**src/logic/dcrb_pkg.sv**
```systemverilog
// Purpose: Shared constants and types for the device configuration register bank.
// Assumes: Registers are byte wide at the printed addresses of a 7-bit space.
// Notes: Register offsets, control and level field positions and configuration reset values live here.
package dcrb_pkg;

  // ----------------------------------------------------------------------
  // Register addresses
  // ----------------------------------------------------------------------
  localparam logic [6:0] ADDR_DEVICE_CONTROL = 7'h00;
  localparam logic [6:0] ADDR_BUS_ADDRESS_READBACK = 7'h01;
  localparam logic [6:0] ADDR_IO_VOLTAGE_SELECT = 7'h1F;

  // ----------------------------------------------------------------------
  // Field positions
  // ----------------------------------------------------------------------
  localparam int BIT_SOFT_REGISTER_RESET = 0;
  localparam int BIT_SERIAL_FOUR_WIRE_SELECT = 1;
  localparam int BIT_HOST_PIN_LEVEL_SELECT = 0;
  localparam int BIT_STATUS_PIN_LEVEL_SELECT = 1;

  // ----------------------------------------------------------------------
  // Reset values and fixed patterns
  // ----------------------------------------------------------------------
  localparam logic RST_SERIAL_FOUR_WIRE_SELECT = 1'h0;
  localparam logic RST_STATUS_PIN_LEVEL_SELECT = 1'h1;
  localparam logic RST_HOST_PIN_LEVEL_SELECT = 1'h0;
  localparam logic [4:0] BUS_ADDRESS_FIXED = 5'h1B;
  localparam logic [7:0] READ_ZERO = 8'h00;

  // ----------------------------------------------------------------------
  // Types
  // ----------------------------------------------------------------------
  // Register access request from the serial engine
  typedef struct packed {
    logic wr_en;
    logic [6:0] addr;
    logic [7:0] wdata;
  } dcrb_access_type;

  // Configuration held in the bank
  typedef struct packed {
    logic serial_four_wire_select;
    logic status_pin_level_select;
    logic host_pin_level_select;
  } dcrb_config_type;

  // Sequencer for the soft reset pulse
  typedef enum logic [2:0] {
    SR_IDLE = 3'h1,
    SR_PULSE = 3'h2,
    SR_CLEAR = 3'h4
  } dcrb_soft_reset_state_type;

endpackage

```
**src/logic/dcrb_bank.sv**
```systemverilog
// Purpose: Device configuration register bank of a dual-PLL clock conditioner.
// Assumes: A serial engine delivers one decoded byte access per request pulse.
// Notes: Soft reset drives a one-cycle defaults pulse to the rest of the map.
`timescale 1ns/1ps
`default_nettype none
module dcrb_bank (
  // Clock and reset
  input wire logic sys_clk,
  input wire logic rst,
  // Power-up reset and non-volatile load
  input wire logic por_done,
  input wire logic nv_load,
  input wire dcrb_pkg::dcrb_config_type nv_config,
  // Register access from the serial engine
  input wire logic acc_req,
  input wire dcrb_pkg::dcrb_access_type acc,
  output logic [7:0] rdata,
  output logic rdata_valid,
  // Straps and interface select
  input wire logic address_strap_upper,
  input wire logic address_strap_lower,
  input wire logic interface_select_pin,
  // Serial data from and to the engine
  input wire logic sdo_bit,
  input wire logic sdo_drive,
  output logic sdi_bit,
  // Serial pins
  input wire logic mosi_in,
  output logic mosi_out,
  output logic mosi_oe,
  output logic miso_out,
  output logic miso_oe,
  // Configuration outputs
  output logic serial_four_wire_select,
  output logic status_pin_level_select,
  output logic host_pin_level_select,
  output logic defaults_load
);

  // ----------------------------------------------------------------------
  // State
  // ----------------------------------------------------------------------
  // Access decode
  logic wr_ctl;
  logic wr_io;
  logic rd_req;
  logic soft_reset_req;

  // Soft reset sequencer
  dcrb_pkg::dcrb_soft_reset_state_type sr_state;
  dcrb_pkg::dcrb_soft_reset_state_type next_sr_state;
  logic next_defaults_load;

  // Configuration fields
  dcrb_pkg::dcrb_config_type cfg;
  dcrb_pkg::dcrb_config_type next_cfg;

  // Strap capture
  logic por_seen;
  logic next_por_seen;
  logic [1:0] strap_hold;
  logic [1:0] next_strap_hold;
  logic spi_mode;
  logic next_spi_mode;

  // Read path
  logic [7:0] next_rdata;
  logic next_rdata_valid;

  // Pin steering results and registered outputs
  logic mosi_out_c;
  logic mosi_oe_c;
  logic miso_out_c;
  logic miso_oe_c;
  logic sdi_bit_c;
  logic next_sdi_bit;
  logic next_mosi_out;
  logic next_mosi_oe;
  logic next_miso_out;
  logic next_miso_oe;
  logic next_serial_four_wire_select;
  logic next_status_pin_level_select;
  logic next_host_pin_level_select;

  // Decoded strobes; wr_en splits one request into a write or a read
  assign wr_ctl = acc_req && acc.wr_en && (acc.addr == dcrb_pkg::ADDR_DEVICE_CONTROL);
  assign wr_io = acc_req && acc.wr_en && (acc.addr == dcrb_pkg::ADDR_IO_VOLTAGE_SELECT);
  assign rd_req = acc_req && !acc.wr_en;
  assign soft_reset_req = wr_ctl && acc.wdata[dcrb_pkg::BIT_SOFT_REGISTER_RESET];

  // ----------------------------------------------------------------------
  // Soft reset sequencer
  // ----------------------------------------------------------------------
  // The reset bit is never stored, so it reads as zero right after the pulse
  // A request that lands while a pulse is in flight is dropped, not queued
  always_comb begin
    next_sr_state = sr_state;
    next_defaults_load = 1'b0;
    case (sr_state)
      dcrb_pkg::SR_IDLE: begin
        if (soft_reset_req) begin
          next_sr_state = dcrb_pkg::SR_PULSE;
        end
      end
      dcrb_pkg::SR_PULSE: begin
        next_defaults_load = 1'b1;
        next_sr_state = dcrb_pkg::SR_CLEAR;
      end
      dcrb_pkg::SR_CLEAR: begin
        next_sr_state = dcrb_pkg::SR_IDLE;
      end
      default: begin
        next_sr_state = dcrb_pkg::SR_IDLE;
      end
    endcase
  end

  always_ff @(posedge sys_clk or posedge rst) begin
    if (rst) begin
      sr_state <= dcrb_pkg::SR_IDLE;
      defaults_load <= 1'b0;
    end else begin
      sr_state <= next_sr_state;
      defaults_load <= next_defaults_load;
    end
  end

  // ----------------------------------------------------------------------
  // Configuration fields
  // ----------------------------------------------------------------------
  // Soft reset restores the level selects but keeps the wire mode at 0x00
  always_comb begin
    next_cfg = cfg;
    if (nv_load) begin
      next_cfg = nv_config;
    end else begin
      if (wr_ctl) begin
        next_cfg.serial_four_wire_select =
          acc.wdata[dcrb_pkg::BIT_SERIAL_FOUR_WIRE_SELECT];
      end
      if (wr_io) begin
        next_cfg.status_pin_level_select =
          acc.wdata[dcrb_pkg::BIT_STATUS_PIN_LEVEL_SELECT];
        next_cfg.host_pin_level_select =
          acc.wdata[dcrb_pkg::BIT_HOST_PIN_LEVEL_SELECT];
      end
      // Defaults beat a level write in the same cycle, but the wire mode is left
      // alone so a host write to 0x00 that meets the pulse still lands
      if (next_defaults_load) begin
        next_cfg.status_pin_level_select = dcrb_pkg::RST_STATUS_PIN_LEVEL_SELECT;
        next_cfg.host_pin_level_select = dcrb_pkg::RST_HOST_PIN_LEVEL_SELECT;
      end
    end
  end

  always_ff @(posedge sys_clk or posedge rst) begin
    if (rst) begin
      cfg.serial_four_wire_select <= dcrb_pkg::RST_SERIAL_FOUR_WIRE_SELECT;
      cfg.status_pin_level_select <= dcrb_pkg::RST_STATUS_PIN_LEVEL_SELECT;
      cfg.host_pin_level_select <= dcrb_pkg::RST_HOST_PIN_LEVEL_SELECT;
    end else begin
      cfg <= next_cfg;
    end
  end

  // ----------------------------------------------------------------------
  // Strap capture
  // ----------------------------------------------------------------------
  // Straps are caught after reset release, never inside the async branch
  // Limitation: a strap that moves shows up one cycle late in the readback
  always_comb begin
    next_por_seen = por_seen | por_done;
    next_strap_hold = {address_strap_upper, address_strap_lower};
    next_spi_mode = interface_select_pin;
  end

  always_ff @(posedge sys_clk or posedge rst) begin
    if (rst) begin
      por_seen <= 1'b0;
      strap_hold <= 2'h0;
      spi_mode <= 1'b0;
    end else begin
      por_seen <= next_por_seen;
      strap_hold <= next_strap_hold;
      spi_mode <= next_spi_mode;
    end
  end

  // ----------------------------------------------------------------------
  // Read path
  // ----------------------------------------------------------------------
  // Unlisted addresses read zero; other blocks own the rest of the map
  // Read data holds between reads so the engine may fetch it late
  always_comb begin
    next_rdata = rdata;
    next_rdata_valid = 1'b0;
    if (rd_req) begin
      next_rdata_valid = 1'b1;
      next_rdata = dcrb_pkg::READ_ZERO;
      case (acc.addr)
        dcrb_pkg::ADDR_DEVICE_CONTROL: begin
          next_rdata[dcrb_pkg::BIT_SERIAL_FOUR_WIRE_SELECT] =
            cfg.serial_four_wire_select;
        end
        dcrb_pkg::ADDR_BUS_ADDRESS_READBACK: begin
          next_rdata[6:2] = dcrb_pkg::BUS_ADDRESS_FIXED;
          if (por_seen && !spi_mode) begin
            next_rdata[1:0] = strap_hold;
          end else begin
            next_rdata[1:0] = 2'h0;
          end
        end
        dcrb_pkg::ADDR_IO_VOLTAGE_SELECT: begin
          next_rdata[dcrb_pkg::BIT_STATUS_PIN_LEVEL_SELECT] = cfg.status_pin_level_select;
          next_rdata[dcrb_pkg::BIT_HOST_PIN_LEVEL_SELECT] = cfg.host_pin_level_select;
        end
        default: begin
          next_rdata = dcrb_pkg::READ_ZERO;
        end
      endcase
    end
  end

  always_ff @(posedge sys_clk or posedge rst) begin
    if (rst) begin
      rdata <= 8'h00;
      rdata_valid <= 1'b0;
    end else begin
      rdata <= next_rdata;
      rdata_valid <= next_rdata_valid;
    end
  end

  // ----------------------------------------------------------------------
  // Pin steering and registered pin outputs
  // ----------------------------------------------------------------------
  dcrb_pin_steer u_steer (
    .four_wire(cfg.serial_four_wire_select),
    .sdo_bit(sdo_bit),
    .sdo_drive(sdo_drive),
    .sdi_bit(sdi_bit_c),
    .mosi_in(mosi_in),
    .mosi_out(mosi_out_c),
    .mosi_oe(mosi_oe_c),
    .miso_out(miso_out_c),
    .miso_oe(miso_oe_c)
  );

  // Output copies; every top-level port leaves straight from a flop
  always_comb begin
    next_sdi_bit = sdi_bit_c;
    next_mosi_out = mosi_out_c;
    next_mosi_oe = mosi_oe_c;
    next_miso_out = miso_out_c;
    next_miso_oe = miso_oe_c;
    next_serial_four_wire_select = cfg.serial_four_wire_select;
    next_status_pin_level_select = cfg.status_pin_level_select;
    next_host_pin_level_select = cfg.host_pin_level_select;
  end

  // Registering adds one cycle of pin latency, well inside the serial bit time
  always_ff @(posedge sys_clk or posedge rst) begin
    if (rst) begin
      sdi_bit <= 1'b0;
      mosi_out <= 1'b0;
      mosi_oe <= 1'b0;
      miso_out <= 1'b0;
      miso_oe <= 1'b0;
      serial_four_wire_select <= dcrb_pkg::RST_SERIAL_FOUR_WIRE_SELECT;
      status_pin_level_select <= dcrb_pkg::RST_STATUS_PIN_LEVEL_SELECT;
      host_pin_level_select <= dcrb_pkg::RST_HOST_PIN_LEVEL_SELECT;
    end else begin
      sdi_bit <= next_sdi_bit;
      mosi_out <= next_mosi_out;
      mosi_oe <= next_mosi_oe;
      miso_out <= next_miso_out;
      miso_oe <= next_miso_oe;
      serial_four_wire_select <= next_serial_four_wire_select;
      status_pin_level_select <= next_status_pin_level_select;
      host_pin_level_select <= next_host_pin_level_select;
    end
  end

endmodule
`default_nettype wire

```
**src/logic/dcrb_pin_steer.sv**
```systemverilog
// Purpose: Routes serial data between the three-wire and four-wire pin plans.
// Assumes: Serial engine supplies its output bit and a drive request.
// Notes: Pure steering, all outputs registered by the caller's clock.
`timescale 1ns/1ps
`default_nettype none
module dcrb_pin_steer (
  // Mode
  input wire logic four_wire,
  // Serial engine side
  input wire logic sdo_bit,
  input wire logic sdo_drive,
  output logic sdi_bit,
  // Pins
  input wire logic mosi_in,
  output logic mosi_out,
  output logic mosi_oe,
  output logic miso_out,
  output logic miso_oe
);

  // Three-wire shares MOSI both ways, four-wire splits the directions
  always_comb begin
    sdi_bit = mosi_in;
    mosi_out = four_wire ? 1'b0 : sdo_bit;
    mosi_oe = four_wire ? 1'b0 : sdo_drive;
    miso_out = four_wire ? sdo_bit : 1'b0;
    miso_oe = four_wire ? sdo_drive : 1'b0;
  end

endmodule
`default_nettype wire

```
**config.mk**
```make
export PLATFORM = sky130hd
export DESIGN_NAME = dcrb_bank
export DESIGN_NICKNAME = d
export VERILOG_FILES = /design/src/logic/dcrb_pkg.sv /design/src/logic/dcrb_bank.sv /design/src/logic/dcrb_pin_steer.sv
export SDC_FILE = /design/constraint.sdc
export NUM_CORES = 1
export LEC_CHECK = 0
export ABC_CLOCK_PERIOD_IN_PS = 2500
export BUFFER_PORTS_ARGS = -buffer_cell sky130_fd_sc_hd__clkbuf_2
export CORE_UTILIZATION = 45
export CTS_BUF_LIST = sky130_fd_sc_hd__clkbuf_8
export DETAILED_ROUTE_END_ITERATION = 16
export HOLD_SLACK_MARGIN = 0.03
export PLACE_DENSITY_LB_ADDON = 0.3
export SYNTH_ARGS = -nofsm -noshare
export SYNTH_HDL_FRONTEND = slang
export SYNTH_HIERARCHICAL = 1
export SYNTH_SLANG_ARGS = --single-unit
export TNS_END_PERCENT = 20
```
**constraint.sdc**
```tcl
create_clock -name sys_clk -period 2.5 [get_ports sys_clk]
set_clock_uncertainty 0.1 [all_clocks]
set_input_delay 0.125 -clock sys_clk [delete_from_list [all_inputs] [get_ports sys_clk]]
set_output_delay 0.125 -clock sys_clk [all_outputs]
set_load 0.005 [all_outputs]
```
==> impl_results.md <==
- Outcome: completed
- # clock sinks: 23
- Worst EP required: around 2.6 ns
- Synth Area in Compound Gates: 0.0718
- Cell taking the most area after synthesis: dfrtp_1
- CP Launch Point: acc[15]
- Nets: approximately 160
- Sw Pwr: between 0.15 and 0.2 mW
- CTS Buffer Depth: 2
- Final hold violations: 0
- Adder-Cell Fraction of Synth Area: 0
- CTS tree: yes
- Max-Cap Viols: 0
- Hold Slack: 0.0354 ns
- Worst-Margin Slew: a little over 0.8 ns
- First-pass GRT wire length: between 2 and 2.5 mm
- Final setup viols: 0
- Simple-gate area share of the yosys netlist: 0.215
- Post-Route WL: 1.65 mm
- YS warnings: 6
- Finished Core Util: 0.670
- DIE WIDTH: 47.7 µm
- Clock slew seen by the registers of the worst setup and hold paths: ~0.080 ns
- Synth cell count leaders: dfrtp_1, nor2b_1, buf_4
- Async SR Flop Fraction: 1.00
- Pins Over Slew Limit: 0
- Worst Hold Class: input port to flop
- Worst r2r src: sr_state[0]
- Vias in the first global route: between 600 and 700
- Hold depth: 2
- Area Overhead vs Synth: 39.6%
- Worst r2r path cells: 5
- Post-detail-place hpwl: 1.25 mm
- Fin crit share: 0.755
- Clock root cell: clkbuf_8
- Power per Cell Area: roughly 550 mW/mm²
- Largest net degree at the start of global routing: 24
- Combinational cell fraction of total power: 0.127
- Clock power share: 0.314
- Initial antenna violation count: 0
- Area of the multi-input gates: just over 300 µm²
- Setup_tns: 0 ns
- Seq pwr share: 0.560
- Worst-Skew Late Latency: 0.26 ns
- Row cnt: 16
- Core area: 0.00196 mm²
- Most used DFF post-synth: dfrtp_1
- DR vias/cell: 4.69
- Max-slew headroom: 0.456
- Worst EP arrival: between 1.5 and 2 ns
- Synthesized area: 941 µm²
- Net Sw Frac: 0.227
- Cells after DPL: approximately 140
- Sequential cell area: between 500 and 600 µm²
- Avg Cell Area, Syn: about 12 µm²
- Layout Cells excl Fill: 154
- WL/cell: ~11 µm
- Crit Path Category: input port to flop
- Internal power: about 0.56 mW
- Crit-path max FO: 3
- Die H: ~48 µm
- Tot Pwr: roughly 0.72 mW
- Flop and latch count out of synthesis: 23
- Hold_sp: nv_load
- Antenna diode count: 0
- Max Fclk: roughly 530 MHz
- Endpoint class of the critical path: flop
- Placer congestion estimate: ~0.76
- Grt ovf: 0
- Post-synth EDFFs: 0
- Static leakage: 0.654 nW
- Mux contribution to synthesized area: 0.0332
- Total CTS buffers: 3
- Initial core utilization: 0.480
- Synth top area share: 0.532
- I/O Buffers: 39
- Netlist cell types: 31
- Tmin final: between 1.5 and 2 ns
- H-tree depth: 1
- Synth Instances: between 70 and 80
- Top cells by area, synth: dfrtp_1, dfstp_2, buf_4, nor2b_1, nand4_4
- Most common cell in the synthesized netlist: dfrtp_1
- Largest family of logic cells by synthesized area: simple AND/OR/NAND/NOR gates
- Share of cells above drive strength 1: 0.409
- Vias: between 700 and 800
- Initial DRC count: 2
- Total track usage: 0.158
- Antenna violation net count after detailed routing: 0
- DRT Pass-1 Iters: 4
- Io pins: 48
- CP Launch Type: input port
- Number of fill cells: ~170
- Post-CTS sizing: 0
- DRC Markers: 0
- Post-synthesis xor/xnor area fraction: 0
- RSZ-0062 raised after global routing: no
- Maximum vdd drop: approximately 0.38 mV
- Die ar.: roughly 0.0023 mm²
- Post-synthesis sequential area ratio: 0.616
state kept, by name (all words and copies together), names as in the netlist:
signal,count
rdata,3
sr_state,3
strap_hold,2
defaults_load,1
host_pin_level_select,1
miso_oe,1
miso_out,1
mosi_oe,1
mosi_out,1
next_host_pin_level_select,1
next_serial_four_wire_select,1
next_status_pin_level_select,1
por_seen,1
rdata_valid,1
sdi_bit,1
serial_four_wire_select,1
spi_mode,1
status_pin_level_select,1
final timing paths:
check,slack [ns],endpoint
max,0.61,next_serial_four_wire_select
min,0.04,next_host_pin_level_select
max reg2reg,0.69,next_status_pin_level_select
min reg2reg,0.29,status_pin_level_select
max in group asynchronous,1.34,sr_state[2]
min in group asynchronous,0.45,por_seen
per-stage QoR:
| stage | area [µm²] | setup slack [ns] |
|---|---|---|
| finish | 1310 | 0.612 |
| global route | 1310 | 0.556 |
| CTS | 1310 | 0.612 |
| detailed placement | 1120 | 1.04 |
| global placement | 1120 | 1.11 |
| floorplan | 945 | 1.29 |
power by group through the flow:
stage	Clock [mW]	Combinational, mW	Sequential, mW
floorplan	0	0.0343	0.413
finish	0.227	0.0915	0.405
global placement	0	0.0726	0.412
CTS	0.237	0.0932	0.405
global route	0.253	0.103	0.408
detailed placement	0	0.0743	0.413
kinds of logic (layout without fill, tap and decap cells):
| group | after synthesis | in the layout |
|---|---|---|
| compound gates | 9 | 9 |
| buf+inv | 9 | 59 |
| flops | 23 | 23 |
| mux | 3 | 3 |
| other cells | 1 | 2 |
| simple gates | 31 | 31 |
worst max-delay path, stage by stage:
cell and delay, ns:
dlygate4sd3_1 0.53, clkbuf_2 0.12, and3b_1 0.17, nand3_1 0.17
mux2i_1 0.21, o21ai_1 0.06, dlygate4sd3_1 0.54
placed cells by master, fill, tap and decap left out, types with 2 or more instances in the layout:
cell / n
a21oi_1: 2
and2_1: 2
clkbuf_2: 39
clkbuf_8: 3
conb_1: 2
dfrtp_1: 20
dfstp_2: 3
dlygate4sd3_1: 14
inv_1: 2
mux2i_1: 2
nand2_1: 4
nor2_1: 5
nor2b_1: 7
nor3_1: 2
nor4_1: 2
routing by layer:
metal / GRT usage / wire [µm] / vias up
met5: 0 / 0 / -
met2: 0.259 / 852 / 28
met3: 0.0415 / 99 / 4
met1: 0.180 / 667 / 336
li1: - / - / 354
met4: 0.106 / 27 / 0
what timing repair did:
item | CTS | global route
setup buffers | 0 | 0
hold endpoints to repair | 33 | 0
hold buffers | 14 | 0
final cells by class:
cell class,instances,area share
timing repair buffer,53,0.255
inverter,2,0.00571
multi-input combinational,45,0.235
tap,27,0.0257
clock buffer,3,0.0314
sequential,23,0.441
clock inverter,1,0.00571
(Power assumes the default switching activity.)
